==> src/rtl/baro_pkg.sv <==
package baro_pkg;

   localparam int ADDR_W = 7;
   localparam int DATA_W = 8;

   // Register addresses
   localparam logic [ADDR_W-1:0] ADDR_INT_CFG   = 7'h0B;
   localparam logic [ADDR_W-1:0] ADDR_THS_LOW   = 7'h0C;
   localparam logic [ADDR_W-1:0] ADDR_THS_HIGH  = 7'h0D;
   localparam logic [ADDR_W-1:0] ADDR_IDENT     = 7'h0F;
   localparam logic [ADDR_W-1:0] ADDR_CTRL1     = 7'h10;
   localparam logic [ADDR_W-1:0] ADDR_CTRL2     = 7'h11;
   localparam logic [ADDR_W-1:0] ADDR_CTRL3     = 7'h12;
   localparam logic [ADDR_W-1:0] ADDR_FIFO_CTRL = 7'h14;
   localparam logic [ADDR_W-1:0] ADDR_REF_XL    = 7'h15;
   localparam logic [ADDR_W-1:0] ADDR_REF_L     = 7'h16;
   localparam logic [ADDR_W-1:0] ADDR_REF_H     = 7'h17;
   localparam logic [ADDR_W-1:0] ADDR_STATUS    = 7'h27;
   localparam logic [ADDR_W-1:0] ADDR_PRESS_XL  = 7'h28;
   localparam logic [ADDR_W-1:0] ADDR_PRESS_L   = 7'h29;
   localparam logic [ADDR_W-1:0] ADDR_PRESS_H   = 7'h2A;
   localparam logic [ADDR_W-1:0] ADDR_TEMP_L    = 7'h2B;
   localparam logic [ADDR_W-1:0] ADDR_TEMP_H    = 7'h2C;
   localparam logic [ADDR_W-1:0] ADDR_STEP      = 7'h01;

   // rate_filter_control fields
   localparam int RATE_MSB       = 6;
   localparam int RATE_LSB       = 4;
   localparam int LPF_EN_BIT     = 3;
   localparam int LPF_CFG_BIT    = 2;
   localparam int BDU_BIT        = 1;
   localparam int SPI_WIRE_BIT   = 0;
   localparam int CTRL1_RSVD_BIT = 7;

   // boot_reset_iface_control fields
   localparam int BOOT_BIT       = 7;
   localparam int FIFO_EN_BIT    = 6;
   localparam int WTM_STOP_BIT   = 5;
   localparam int AUTO_INC_BIT   = 4;
   localparam int TWOWIRE_BIT    = 3;
   localparam int SOFT_RST_BIT   = 2;
   localparam int CTRL2_RSVD_BIT = 1;
   localparam int ONE_SHOT_BIT   = 0;

   // Status fields
   localparam int STAT_T_DA_BIT = 0;
   localparam int STAT_P_DA_BIT = 1;
   localparam int STAT_T_OR_BIT = 4;
   localparam int STAT_P_OR_BIT = 5;

   // Reset values
   localparam logic [DATA_W-1:0] BYTE_RESET  = 8'h00;
   localparam logic [DATA_W-1:0] CTRL2_RESET = 8'h10;
   // Identity value is arbitrary
   localparam logic [DATA_W-1:0] IDENT_CODE  = 8'h5A;

   // Rate codes
   localparam logic [2:0] RATE_OFF  = 3'h0;
   localparam logic [2:0] RATE_1HZ  = 3'h1;
   localparam logic [2:0] RATE_10HZ = 3'h2;
   localparam logic [2:0] RATE_25HZ = 3'h3;
   localparam logic [2:0] RATE_50HZ = 3'h4;
   localparam logic [2:0] RATE_75HZ = 3'h5;

   // Timing
   localparam int CLK_HZ     = 25_000_000;
   localparam int FREQ_1_HZ  = 1;
   localparam int FREQ_10_HZ = 10;
   localparam int FREQ_25_HZ = 25;
   localparam int FREQ_50_HZ = 50;
   localparam int FREQ_75_HZ = 75;

   // Bandwidth divisors of the rate
   localparam logic [4:0] BW_DIV_OPEN   = 5'h02;
   localparam logic [4:0] BW_DIV_MEDIUM = 5'h09;
   localparam logic [4:0] BW_DIV_NARROW = 5'h14;

   localparam int THS_W         = 16;
   localparam int THS_FRAC_BITS = 4;
   localparam int PRESS_W       = 24;
   localparam int TEMP_W        = 16;
   localparam int TRIM_W        = 8;
   localparam int TRIM_DEPTH    = 8;

   typedef enum logic [1:0] {BOOT_IDLE, BOOT_WAIT_TICK, BOOT_READ, BOOT_STORE} boot_state_t;

endpackage

==> src/rtl/trim_store.sv <==
`timescale 1ns/1ps
`default_nettype none
module trim_store #(
   parameter int                    WIDTH = 8,
   parameter int                    DEPTH = 8,
   parameter logic [WIDTH*DEPTH-1:0] INIT = '0
) (
   input  wire logic                     clk_sys,
   input  wire logic                     rd_en,
   input  wire logic [$clog2(DEPTH)-1:0] rd_addr,
   output logic      [WIDTH-1:0]         rd_data
);

   logic [WIDTH-1:0] next_rd_data;

   // Factory content is fixed; read data is registered
   always_comb begin
      next_rd_data = rd_data;
      if (rd_en) begin
         next_rd_data = INIT[rd_addr*WIDTH +: WIDTH];
      end
   end

   always_ff @(posedge clk_sys) begin
      rd_data <= next_rd_data;
   end

endmodule
`default_nettype wire

==> src/rtl/baro_sensor_ctrl_regs.sv <==
`timescale 1ns/1ps
`default_nettype none
module baro_sensor_ctrl_regs
   import baro_pkg::*;
#(
   parameter int                                  PERIOD_1HZ  = CLK_HZ / FREQ_1_HZ,
   parameter int                                  PERIOD_10HZ = CLK_HZ / FREQ_10_HZ,
   parameter int                                  PERIOD_25HZ = CLK_HZ / FREQ_25_HZ,
   parameter int                                  PERIOD_50HZ = CLK_HZ / FREQ_50_HZ,
   parameter int                                  PERIOD_75HZ = CLK_HZ / FREQ_75_HZ,
   parameter logic [baro_pkg::TRIM_W*baro_pkg::TRIM_DEPTH-1:0] TRIM_INIT = 64'h8877665544332211
) (
   input  wire logic                          clk_sys,
   input  wire logic                          srst,
   input  wire logic                          reg_addr_load,
   input  wire logic [baro_pkg::ADDR_W-1:0]   reg_addr,
   input  wire logic                          reg_wr,
   input  wire logic [baro_pkg::DATA_W-1:0]   reg_wdata,
   input  wire logic                          reg_rd,
   output logic      [baro_pkg::DATA_W-1:0]   reg_rdata,
   output logic                               reg_rvalid,
   output logic                               conv_start,
   input  wire logic                          conv_done,
   input  wire logic [baro_pkg::PRESS_W-1:0]  conv_pressure,
   input  wire logic [baro_pkg::TEMP_W-1:0]   conv_temp,
   output logic      [baro_pkg::THS_W-1:0]    threshold_value,
   output logic      [baro_pkg::THS_W-baro_pkg::THS_FRAC_BITS-1:0] threshold_hpa,
   output logic      [2:0]                    rate_select,
   output logic                               powered_down,
   output logic                               lowpass_enable,
   output logic                               lowpass_bandwidth_sel,
   output logic      [4:0]                    bandwidth_div,
   output logic                               spi_wire_select,
   output logic                               twowire_disable,
   output logic                               fifo_enable,
   output logic                               watermark_stop_enable,
   output logic      [baro_pkg::DATA_W-1:0]   interrupt_config,
   output logic      [baro_pkg::DATA_W-1:0]   pin_config,
   output logic      [baro_pkg::DATA_W-1:0]   fifo_config,
   output logic      [baro_pkg::PRESS_W-1:0]  reference_value,
   output logic                               boot_active,
   output logic      [baro_pkg::TRIM_DEPTH-1:0][baro_pkg::TRIM_W-1:0] calib_data
);
   import baro_pkg::*;

   localparam int CNT_W = $clog2(PERIOD_1HZ + 1);
   localparam int IDX_W = $clog2(TRIM_DEPTH);

   function automatic logic [2:0] legal_rate(input logic [2:0] code);
      legal_rate = (code > RATE_75HZ) ? RATE_OFF : code;
   endfunction

   function automatic logic [CNT_W-1:0] last_count(input logic [2:0] code);
      unique case (code)
         RATE_10HZ: last_count = CNT_W'(PERIOD_10HZ - 1);
         RATE_25HZ: last_count = CNT_W'(PERIOD_25HZ - 1);
         RATE_50HZ: last_count = CNT_W'(PERIOD_50HZ - 1);
         RATE_75HZ: last_count = CNT_W'(PERIOD_75HZ - 1);
         default:   last_count = CNT_W'(PERIOD_1HZ - 1);
      endcase
   endfunction

   // Register file state
   logic [DATA_W-1:0]  int_cfg, ths_low, ths_high, ctrl1, ctrl2, ctrl3, fifo_ctrl;
   logic [DATA_W-1:0]  ref_xl, ref_l, ref_h, status;
   logic [ADDR_W-1:0]  pointer;
   logic [PRESS_W-1:0] press_out, press_shadow;
   logic [TEMP_W-1:0]  temp_out, temp_shadow;
   logic               pending, bdu_locked;
   logic [DATA_W-1:0]  next_int_cfg, next_ths_low, next_ths_high, next_ctrl1, next_ctrl2;
   logic [DATA_W-1:0]  next_ctrl3, next_fifo_ctrl, next_ref_xl, next_ref_l, next_ref_h, next_status;
   logic [ADDR_W-1:0]  next_pointer;
   logic [PRESS_W-1:0] next_press_out, next_press_shadow;
   logic [TEMP_W-1:0]  next_temp_out, next_temp_shadow;
   logic               next_pending, next_bdu_locked;
   logic [DATA_W-1:0]  next_reg_rdata;
   logic               next_reg_rvalid;

   // Rate timer, acquisition and boot state
   logic [CNT_W-1:0]   rate_count, next_rate_count;
   logic [2:0]         rate_prev, next_rate_prev;
   logic               rate_tick;
   logic               acq_busy, acq_oneshot, next_acq_busy, next_acq_oneshot, next_conv_start;
   logic               sample_valid, oneshot_done;
   boot_state_t        boot_state, next_boot_state;
   logic [IDX_W-1:0]   boot_idx, next_boot_idx;
   logic               boot_reload, next_boot_reload, boot_done;
   logic [TRIM_DEPTH-1:0][TRIM_W-1:0] next_calib_data;
   logic [TRIM_W-1:0]  trim_rd_data;
   logic               trim_rd_en;

   logic [ADDR_W-1:0]  acc_addr;
   logic               rd_msb, lock_eff, load_out;
   logic [2:0]         eff_rate;

   assign acc_addr     = reg_addr_load ? reg_addr : pointer;
   assign eff_rate     = legal_rate(ctrl1[RATE_MSB:RATE_LSB]);
   assign sample_valid = acq_busy && conv_done;
   assign oneshot_done = sample_valid && acq_oneshot;

   // Outputs decoded combinationally from registers
   assign threshold_value       = {ths_high, ths_low};
   assign threshold_hpa         = threshold_value[THS_W-1:THS_FRAC_BITS];
   assign rate_select           = eff_rate;
   assign powered_down          = (eff_rate == RATE_OFF) && !acq_busy;
   assign lowpass_enable        = ctrl1[LPF_EN_BIT];
   assign lowpass_bandwidth_sel = ctrl1[LPF_CFG_BIT];
   assign spi_wire_select       = ctrl1[SPI_WIRE_BIT];
   assign twowire_disable       = ctrl2[TWOWIRE_BIT];
   assign fifo_enable           = ctrl2[FIFO_EN_BIT];
   assign watermark_stop_enable = ctrl2[WTM_STOP_BIT];
   assign interrupt_config      = int_cfg;
   assign pin_config            = ctrl3;
   assign fifo_config           = fifo_ctrl;
   assign reference_value       = {ref_h, ref_l, ref_xl};
   assign boot_active           = (boot_state == BOOT_READ) || (boot_state == BOOT_STORE);

   always_comb begin
      bandwidth_div = BW_DIV_OPEN;
      if (ctrl1[LPF_EN_BIT]) begin
         bandwidth_div = ctrl1[LPF_CFG_BIT] ? BW_DIV_NARROW : BW_DIV_MEDIUM;
      end
   end

   // Register file
   always_comb begin
      next_int_cfg      = int_cfg;
      next_ths_low      = ths_low;
      next_ths_high     = ths_high;
      next_ctrl1        = ctrl1;
      next_ctrl2        = ctrl2;
      next_ctrl3        = ctrl3;
      next_fifo_ctrl    = fifo_ctrl;
      next_ref_xl       = ref_xl;
      next_ref_l        = ref_l;
      next_ref_h        = ref_h;
      next_status       = status;
      next_pointer      = reg_addr_load ? reg_addr : pointer;
      next_press_out    = press_out;
      next_temp_out     = temp_out;
      next_press_shadow = press_shadow;
      next_temp_shadow  = temp_shadow;
      next_pending      = pending;
      next_bdu_locked   = bdu_locked && ctrl1[BDU_BIT];
      next_reg_rdata    = reg_rdata;
      next_reg_rvalid   = reg_rd;

      // Hardware clears come first so a same-cycle host write wins
      if (boot_done) begin
         next_ctrl2[BOOT_BIT] = 1'b0;
      end
      if (oneshot_done || (eff_rate != RATE_OFF)) begin
         next_ctrl2[ONE_SHOT_BIT] = 1'b0;
      end

      if (reg_rd) begin
         unique case (acc_addr)
            ADDR_INT_CFG:   next_reg_rdata = int_cfg;
            ADDR_THS_LOW:   next_reg_rdata = ths_low;
            ADDR_THS_HIGH:  next_reg_rdata = ths_high;
            ADDR_IDENT:     next_reg_rdata = IDENT_CODE;
            ADDR_CTRL1:     next_reg_rdata = ctrl1;
            ADDR_CTRL2:     next_reg_rdata = ctrl2;
            ADDR_CTRL3:     next_reg_rdata = ctrl3;
            ADDR_FIFO_CTRL: next_reg_rdata = fifo_ctrl;
            ADDR_REF_XL:    next_reg_rdata = ref_xl;
            ADDR_REF_L:     next_reg_rdata = ref_l;
            ADDR_REF_H:     next_reg_rdata = ref_h;
            ADDR_STATUS:    next_reg_rdata = status;
            ADDR_PRESS_XL:  next_reg_rdata = press_out[7:0];
            ADDR_PRESS_L:   next_reg_rdata = press_out[15:8];
            ADDR_PRESS_H:   next_reg_rdata = press_out[23:16];
            ADDR_TEMP_L:    next_reg_rdata = temp_out[7:0];
            ADDR_TEMP_H:    next_reg_rdata = temp_out[15:8];
            default:        next_reg_rdata = BYTE_RESET;
         endcase
         if (acc_addr == ADDR_PRESS_H) begin
            next_status[STAT_P_DA_BIT] = 1'b0;
            next_status[STAT_P_OR_BIT] = 1'b0;
         end
         if (acc_addr == ADDR_TEMP_H) begin
            next_status[STAT_T_DA_BIT] = 1'b0;
            next_status[STAT_T_OR_BIT] = 1'b0;
         end
      end

      if (reg_wr) begin
         unique case (acc_addr)
            ADDR_INT_CFG:   next_int_cfg   = reg_wdata;
            ADDR_THS_LOW:   next_ths_low   = reg_wdata;
            ADDR_THS_HIGH:  next_ths_high  = reg_wdata;
            ADDR_CTRL1: begin
               next_ctrl1 = reg_wdata;
               next_ctrl1[CTRL1_RSVD_BIT] = 1'b0;
            end
            ADDR_CTRL2: begin
               next_ctrl2 = reg_wdata;
               next_ctrl2[CTRL2_RSVD_BIT] = 1'b0;
            end
            ADDR_CTRL3:     next_ctrl3     = reg_wdata;
            ADDR_FIFO_CTRL: next_fifo_ctrl = reg_wdata;
            ADDR_REF_XL:    next_ref_xl    = reg_wdata;
            ADDR_REF_L:     next_ref_l     = reg_wdata;
            ADDR_REF_H:     next_ref_h     = reg_wdata;
            default: begin
            end
         endcase
      end

      if ((reg_rd || reg_wr) && ctrl2[AUTO_INC_BIT]) begin
         next_pointer = acc_addr + ADDR_STEP;
      end

      // Sample capture, held back while block update is locked
      rd_msb   = reg_rd && (acc_addr == ADDR_PRESS_H);
      lock_eff = bdu_locked && ctrl1[BDU_BIT] && !rd_msb;
      if (rd_msb) begin
         next_bdu_locked = 1'b0;
      end
      if (sample_valid) begin
         next_press_shadow = conv_pressure;
         next_temp_shadow  = conv_temp;
         next_pending      = 1'b1;
         next_status[STAT_P_OR_BIT] = status[STAT_P_DA_BIT] || next_status[STAT_P_OR_BIT];
         next_status[STAT_T_OR_BIT] = status[STAT_T_DA_BIT] || next_status[STAT_T_OR_BIT];
         next_status[STAT_P_DA_BIT] = 1'b1;
         next_status[STAT_T_DA_BIT] = 1'b1;
      end
      load_out = (sample_valid || pending) && !lock_eff;
      if (load_out) begin
         next_press_out  = sample_valid ? conv_pressure : press_shadow;
         next_temp_out   = sample_valid ? conv_temp : temp_shadow;
         next_pending    = 1'b0;
         next_bdu_locked = ctrl1[BDU_BIT];
      end

      // Soft reset takes the cycle after the bit is stored
      if (ctrl2[SOFT_RST_BIT]) begin
         next_int_cfg   = BYTE_RESET;
         next_ths_low   = BYTE_RESET;
         next_ths_high  = BYTE_RESET;
         next_ctrl1     = BYTE_RESET;
         next_ctrl2     = CTRL2_RESET;
         next_ctrl3     = BYTE_RESET;
         next_fifo_ctrl = BYTE_RESET;
         next_ref_xl    = BYTE_RESET;
         next_ref_l     = BYTE_RESET;
         next_ref_h     = BYTE_RESET;
      end
   end

   always_ff @(posedge clk_sys) begin
      if (srst) begin
         int_cfg      <= BYTE_RESET;
         ths_low      <= BYTE_RESET;
         ths_high     <= BYTE_RESET;
         ctrl1        <= BYTE_RESET;
         ctrl2        <= CTRL2_RESET;
         ctrl3        <= BYTE_RESET;
         fifo_ctrl    <= BYTE_RESET;
         ref_xl       <= BYTE_RESET;
         ref_l        <= BYTE_RESET;
         ref_h        <= BYTE_RESET;
         status       <= BYTE_RESET;
         pointer      <= '0;
         press_out    <= '0;
         temp_out     <= '0;
         press_shadow <= '0;
         temp_shadow  <= '0;
         pending      <= 1'b0;
         bdu_locked   <= 1'b0;
         reg_rdata    <= BYTE_RESET;
         reg_rvalid   <= 1'b0;
      end else begin
         int_cfg      <= next_int_cfg;
         ths_low      <= next_ths_low;
         ths_high     <= next_ths_high;
         ctrl1        <= next_ctrl1;
         ctrl2        <= next_ctrl2;
         ctrl3        <= next_ctrl3;
         fifo_ctrl    <= next_fifo_ctrl;
         ref_xl       <= next_ref_xl;
         ref_l        <= next_ref_l;
         ref_h        <= next_ref_h;
         status       <= next_status;
         pointer      <= next_pointer;
         press_out    <= next_press_out;
         temp_out     <= next_temp_out;
         press_shadow <= next_press_shadow;
         temp_shadow  <= next_temp_shadow;
         pending      <= next_pending;
         bdu_locked   <= next_bdu_locked;
         reg_rdata    <= next_reg_rdata;
         reg_rvalid   <= next_reg_rvalid;
      end
   end

   // Rate clock; runs at the slowest rate in power-down for reboot timing
   assign rate_tick = (rate_count == last_count(eff_rate)) && (eff_rate == rate_prev);

   always_comb begin
      next_rate_prev  = eff_rate;
      next_rate_count = rate_count + CNT_W'(1);
      if (rate_tick || (eff_rate != rate_prev)) begin
         next_rate_count = '0;
      end
   end

   always_ff @(posedge clk_sys) begin
      if (srst) begin
         rate_count <= '0;
         rate_prev  <= RATE_OFF;
      end else begin
         rate_count <= next_rate_count;
         rate_prev  <= next_rate_prev;
      end
   end

   // Acquisition sequencing
   always_comb begin
      next_acq_busy    = acq_busy;
      next_acq_oneshot = acq_oneshot;
      next_conv_start  = 1'b0;
      if (sample_valid) begin
         next_acq_busy    = 1'b0;
         next_acq_oneshot = 1'b0;
      end else if (!acq_busy && !boot_active) begin
         if (eff_rate != RATE_OFF && rate_tick) begin
            next_conv_start = 1'b1;
            next_acq_busy   = 1'b1;
         end else if (eff_rate == RATE_OFF && ctrl2[ONE_SHOT_BIT]) begin
            next_conv_start  = 1'b1;
            next_acq_busy    = 1'b1;
            next_acq_oneshot = 1'b1;
         end
      end
   end

   always_ff @(posedge clk_sys) begin
      if (srst) begin
         acq_busy    <= 1'b0;
         acq_oneshot <= 1'b0;
         conv_start  <= 1'b0;
      end else begin
         acq_busy    <= next_acq_busy;
         acq_oneshot <= next_acq_oneshot;
         conv_start  <= next_conv_start;
      end
   end

   // Trim load at reset and on reboot
   assign trim_rd_en = (boot_state == BOOT_READ);
   assign boot_done  = (boot_state == BOOT_STORE) && (boot_idx == IDX_W'(TRIM_DEPTH - 1)) && boot_reload;

   always_comb begin
      next_boot_state  = boot_state;
      next_boot_idx    = boot_idx;
      next_boot_reload = boot_reload;
      next_calib_data  = calib_data;
      unique case (boot_state)
         BOOT_IDLE: begin
            if (ctrl2[BOOT_BIT]) begin
               next_boot_state  = BOOT_WAIT_TICK;
               next_boot_reload = 1'b1;
            end
         end
         BOOT_WAIT_TICK: begin
            if (rate_tick) begin
               next_boot_state = BOOT_READ;
               next_boot_idx   = '0;
            end
         end
         BOOT_READ: next_boot_state = BOOT_STORE;
         BOOT_STORE: begin
            next_calib_data[boot_idx] = trim_rd_data;
            if (boot_idx == IDX_W'(TRIM_DEPTH - 1)) begin
               next_boot_state  = BOOT_IDLE;
               next_boot_reload = 1'b0;
            end else begin
               next_boot_state = BOOT_READ;
               next_boot_idx   = boot_idx + IDX_W'(1);
            end
         end
      endcase
   end

   always_ff @(posedge clk_sys) begin
      if (srst) begin
         boot_state  <= BOOT_READ;
         boot_idx    <= '0;
         boot_reload <= 1'b0;
         calib_data  <= '0;
      end else begin
         boot_state  <= next_boot_state;
         boot_idx    <= next_boot_idx;
         boot_reload <= next_boot_reload;
         calib_data  <= next_calib_data;
      end
   end

   trim_store #(
      .WIDTH (TRIM_W),
      .DEPTH (TRIM_DEPTH),
      .INIT  (TRIM_INIT)
   ) u_trim_store (
      .clk_sys (clk_sys),
      .rd_en   (trim_rd_en),
      .rd_addr (boot_idx),
      .rd_data (trim_rd_data)
   );

endmodule
`default_nettype wire

==> config.mk <==
export PLATFORM = sky130hd
export DESIGN_NAME = baro_sensor_ctrl_regs
export DESIGN_NICKNAME = d
export VERILOG_FILES = /design/src/rtl/baro_pkg.sv /design/src/rtl/trim_store.sv /design/src/rtl/baro_sensor_ctrl_regs.sv
export SDC_FILE = /design/constraint.sdc
export NUM_CORES = 1
export LEC_CHECK = 0
export ABC_CLOCK_PERIOD_IN_PS = 11500
export BUFFER_PORTS_ARGS = -buffer_cell sky130_fd_sc_hd__buf_2
export CELL_PAD_IN_SITES_DETAIL_PLACEMENT = 1
export CELL_PAD_IN_SITES_GLOBAL_PLACEMENT = 2
export CORE_UTILIZATION = 36
export CTS_CLUSTER_DIAMETER = 120
export DETAILED_ROUTE_END_ITERATION = 7
export PLACE_DENSITY = 0.82
export SLEW_MARGIN = 25
export SYNTH_ARGS = -nofsm -noshare
export SYNTH_HDL_FRONTEND = slang
export SYNTH_SLANG_ARGS = --single-unit
==> constraint.sdc <==
create_clock -name clk_sys -period 11.5 [get_ports clk_sys]
set_clock_uncertainty 0.15 [all_clocks]
set_input_delay 2.3 -clock clk_sys [delete_from_list [all_inputs] [get_ports clk_sys]]
set_output_delay 2.3 -clock clk_sys [all_outputs]
set_load 0.05 [all_outputs]
== Word level (Yosys, flattened, before mapping) ==
Index checks and enable logic that the tools add are counted.

* Memories: 0
* Logic and storage cells: 182
* Input port bits: 61
* Bits in writable memories: 0
* Memory bits (read-only): 0
* Latch bits: 0
* Register bits after elaboration: 289
* Output and inout port bits: 166

* Mux-type cells: 40
* Reductions and logical operators: 58
* Shift-type cells: 1
* Multiply operators: 0
* Magnitude comparators: 3
* Add/subtract/negate cells: 3
* Equal/unequal tests: 32
* Div/mod/pow operators: 0
* Bitwise operators: 4

{| class="wikitable"
|+ Operator list
! operator !! count
|-
| $pmux W8 S17 || 1
|-
| $pmux W25 S4 || 1
|-
| $bwmux W64 || 1
|-
| $shiftx A64 B7 Y8 const A || 1
|-
| $eq A7 B5 Y1 const B || 7
|-
| $eq A7 B6 Y1 const B || 6
|-
| $eq A7 B4 Y1 const B || 4
|-
| $reduce_and A2 Y1 || 14
|-
| $add A25 B1 Y25 const B || 1
|-
| $eq A25 B25 Y1 || 1
|-
| $demux W8 S3 || 1
|-
| $mux W24 || 1
|-
| $mux W8 || 3
|-
| $mux W16 || 1
|-
| $logic_and A1 B1 Y1 || 15
|-
| $mux W1 || 14
|-
| $mux W2 || 7
|-
| $mux W7 || 2
|-
| $reduce_bool A2 Y1 || 6
|-
| $mux W5 || 2
|-
| $eq A3 B3 Y1 const B || 3
|-
| $mux W3 || 3
|-
| $reduce_and A3 Y1 || 3
|-
| $pmux W2 S4 || 1
|-
| 23 further kinds || 42
|}

== Longest topological paths before layout ==
* Depth in word-level cells: 9
* Depth in mapped cells: 13
* Depth with buffers taken out: 9

== Cells and area by module ==
Synthesis repeated with hierarchy kept, for this count alone.

* Cell total of the unflattened synthesis: 1427
* Area total of the unflattened synthesis: 12633.4 sq um

{| class="wikitable"
|+ By module, submodules not included
! module !! cells an instance !! times used !! seq. area each (sq um) !! area an instance (sq um)
|-
| baro_sensor_ctrl_regs || 1413 || 1 || 5625.4 || 12433.2
|-
| trim_store || 14 || 1 || 120.1 || 200.2
|}

== Worst setup path after synthesis ==
Ideal clock, no wire load.

* Path kind: input to register
* Start point: input reg_addr_load
* End point: register reg_rdata[0] (netlist bit)
* Arrival: 5036 ps
* Path buffers: 4
* Data required time: 11233 ps
* Cell stages on the path: 13
* Path slack: 6197 ps
* Setup time: 117 ps
* Cell sequence: buf_4 -> buf_4 -> buf_2 -> mux2i_1 -> inv_1 -> ha_1 -> buf_2 -> inv_1 -> a221oi_2 -> a32o_1 -> a221o_1 -> or4_1 -> a22o_1

* Longest elaborated chain between the ends: 3
* Elaborated cells on any way between the ends: 19
* Classes of those cells: eq/ne: 17; mux: 2

{| class="wikitable"
|+ Ends and longest elaborated chain
! item !! RTL line !! source
|-
| start, declared || baro_sensor_ctrl_regs.sv:15 || <nowiki>input wire logic reg_addr_load,</nowiki>
|-
| $mux W7 (*) || - ||
|-
| $eq A7 B6 Y1 (tied with other cells) || baro_sensor_ctrl_regs.sv:157 || <nowiki>unique case (acc_addr)</nowiki>
|-
| $pmux W8 S17 (*) || baro_sensor_ctrl_regs.sv:157 ||
|-
| end signal, assigned || baro_sensor_ctrl_regs.sv:293 || <nowiki>reg_rdata <= next_reg_rdata;</nowiki>
|-
| end, declared || baro_sensor_ctrl_regs.sv:20 || <nowiki>output logic [baro_pkg::DATA_W-1:0] reg_rdata,</nowiki>
|}

Mark *: on every way between the ends. The rest lies on a longest branch, timed or not.
A chain may end at the register's enable or synchronous reset.

== Worst setup path in the final report ==
Same ends and word-level chain as after synthesis.

==> qor.yml <==
power:
  vdd_drop_max_mv: 0.123
  pwr-share-comb: 0.066
  seq_power_share: 0.456
  power.internal_mw: 1.50
  power.density_mw_per_mm2: 148
  p_sw_uw: 492
  switching_share: 0.247
  p_leak_nw: 5.43
  clkPwrFrac: 0.478
global_route:
  grt_overflow_total: 0
  grt.busiest_layer: "met2"
  use_met2: 0.394
  grt_pass1_wl_mm: 59.8
  grt_max_degree: 87
  grt_usage: 0.232
  grt_pass1_vias: 10066
  use_met1: 0.301
  use_met3: 0.0277
  antenna_found_initial: 0
clock_network:
  cts.sinks: 253
  htreeDepth: 1
  numCtsBuffers: 30
  cts-resized-gates: 0
  hold_buffers: 0
  postCtsSetupRepairBufs: 0
  cts_tree: "yes"
  clock_path_buffers: 3
  clkSlewWorstSetupHoldPaths_ns: 0.06
  root_buffer: "clkbuf_16"
  clock_latency_ns: 0.58
floorplanning:
  die_y_um: 180
  dieArea_sq_mm: 0.0325
  die_x_um: 180
  ios: 227
  start_util: 0.370
  coreArea_sq_mm: 0.0309
  rows: 64
detailed_routing:
  first_pass_iters: 5
  finalWirelength_mm: 38.5
  first_iter_violations: 741
  vias: 10101
  antenna_left: 0
  route.detailed.drc: 0
  detail_route.wl_per_cell_um: 21.0
  routed_via_density: 5.50
timing:
  max_slew_margin: 0.284
  fmax_ghz: 0.195
  worst_slew_pin_slew_ns: 1.06
  finalHoldViolations: 0
  setup_viol: 0
  final.setup.worst_slack_ns: 6.36
  post-route-period-util: 0.447
  tns_ns: 0
  grt_setup_unrepaired: "false"
  drv_slew: 0
  timing.final.crit_period_ns: 5.14
synth:
  synth.distinct_cells: 71
  yosys_warnings: 0
  synth_common_cells: "dfxtp_1, nor2_1, mux2i_1"
  synth_most_common_cell: "dfxtp_1"
  syn_area_sq_mm: 0.0114
  yosys.area.top_type: "dfxtp_1"
  synthFlopType: "dfxtp_1"
  synth_seq_cells: 253
  ys_seq_area_frac: 0.446
  synth_cells: 1285
  synthArstFlopShare: 0
  synth.top_cell.area_share: 0.436
  syn_area_per_cell_sq_um: 8.90
  synth.area.top_cells: "dfxtp_1, mux2i_1, nor2_1"
  synth_edf_count: 4
  synth_fp_nets: 1354
min_path:
  hold_start: "acq_oneshot"
  whs_endpoint: "acq_oneshot"
  hold_depth: 2
  min_path_type: "register to register"
setup_path:
  max_stage_delay_ns: 0.52
  path_common_cell: "inv_1"
  reg2reg_slack_ns: 8.24
  required_ns: 11.82
  reg2reg_to: "press_out[23]"
  crit_family: "buffers and inverters"
  worstSetupStartpointType: "input port"
  crit_buf_inv: 4
  path_cells: "buf_2 -> mux2i_1 -> inv_1 -> ha_1 -> inv_1 -> a221oi_2 -> buf_4 -> a32o_1 -> a221o_1 -> or4_1 -> a22o_1"
  reg2reg_depth: 7
  slowest_stage: "or4_1"
  critPathKind: "input port to register"
  cp-end-kind: "register"
  cp_max_fo: 30
  r2r-start: "pointer[3]"
  worstPathArrival_ns: 5.46
finish:
  diodes: 0
  num-nets-final: 1485
  nFillCells: 3637
  area_growth_pct: 17.5
  regArea_sq_mm: 0.00510
  final_area_sq_mm: 0.0134
  layout-drive-gt1-share: 0.218
  multi_input_area_sq_mm: 0.00553
placed_design:
  gp_congestion: 0.895
  portBuffers: 226
  place_ws_ns: 5.84
  hpwlAfterDp_mm: 27.3
  dpl_cell_area_sq_mm: 0.0124
flow_run:
  max-cap-violations: 0
run_status:
  status: "finished clean"
[cells in the final DEF (no fill, tap or decap), types with 20 or more instances in the layout]
cell type,netlist,routed
a211oi_1,42,42
a21oi_1,76,76
a22oi_1,20,20
buf_2,23,225
clkbuf_16,0,30
dfxtp_1,249,249
mux2i_1,101,101
nand2_1,96,96
nand3_1,83,83
nor2_1,195,195
xor2_1,20,20
[layer usage]
| metal | vias up | wire [um] |
|---|---|---|
| li1 | 4794 | - |
| met1 | 4918 | 16900 |
| met2 | 302 | 18200 |
| met3 | 87 | 1890 |
| met4 | 0 | 1530 |
| met5 | - | 0 |
[power by group through the flow]
stage | combinational (mW) | clock [mW] | sequential, mW
6_report | 0.132 | 0.951 | 0.907
5_1_grt | 0.142 | 1.01 | 0.909
4_1_cts | 0.132 | 0.974 | 0.907
3_5_place_dp | 0.131 | 0 | 0.926
3_3_place_gp | 0.129 | 0 | 0.925
2_1_floorplan | 0.0877 | 0 | 0.928
[metrics by stage]
stage	std cells	hold slack (ns)	power (mW)	util
after global routing	1835	0.340	2.07	0.435
after CTS	1834	0.318	2.01	0.434
after detailed placement	1779	0.310	1.06	0.402
after global placement	1779	0.294	1.05	0.402
final	1835	0.314	1.99	0.435
after floorplan	1285	0.282	1.02	-
[worst reg2reg max path: cells and delay by family, from the launching register on]
kind | cells | cell delay, ns
AOI/OAI and AO/OA | 3 | 1.08
buffers and inverters | 1 | 0.61
DFF | 1 | 0.45
and+or+nand+nor | 3 | 0.92
[sequential cells by signal (all words and copies together) (netlist names), 7 cells and up]
signal / cells
fifo_config: 8
calib_data: 32
press_shadow: 24
ths_high: 8
temp_out: 16
ref_h: 8
temp_shadow: 16
ref_l: 8
ref_xl: 8
reg_rdata: 8
ths_low: 8
ctrl2: 7
interrupt_config: 8
rate_count: 25
ctrl1: 7
press_out: 24
pin_config: 8
pointer: 7
[worst max path at each step]
| stage | startpoint | end | slack [ns] | depth (start not counted) |
|---|---|---|---|---|
| after detailed placement | reg_addr_load | reg_rdata[7] | 5.84 | 11 |
| after global routing | reg_addr_load | reg_rdata[1] | 6.14 | 9 |
| final | reg_addr_load | reg_rdata[0] | 6.36 | 11 |
| after global placement | reg_addr_load | reg_rdata[7] | 5.91 | 11 |
| after floorplan | reg_addr_load | reg_rdata[0] | 6.20 | 13 |
| after CTS | reg_addr_load | reg_rdata[0] | 6.42 | 11 |
[layout make-up]
cell class,count,area share
clock buffer,48,0.0661
clock inverter,7,0.00819
inverter,19,0.00531
multi-input combinational,873,0.412
sequential,253,0.380
tap,396,0.0369
timing repair buffer,239,0.0919
[kinds of logic (layout without fill, tap and decap cells)]
| logic type | count (synthesis) | count (layout) | share of synthesized area |
|---|---|---|---|
| and+or+nand+nor | 494 | 494 | 0.205 |
| adders and majority gates | 8 | 8 | 0.00876 |
| AOI/OAI and AO/OA | 237 | 237 | 0.155 |
| muxes | 101 | 101 | 0.0884 |
| DFF | 253 | 253 | 0.446 |
| buffers and inverters | 159 | 313 | 0.0715 |
| xor gates and xnor gates | 33 | 33 | 0.0253 |
(Power assumes the default switching activity.)
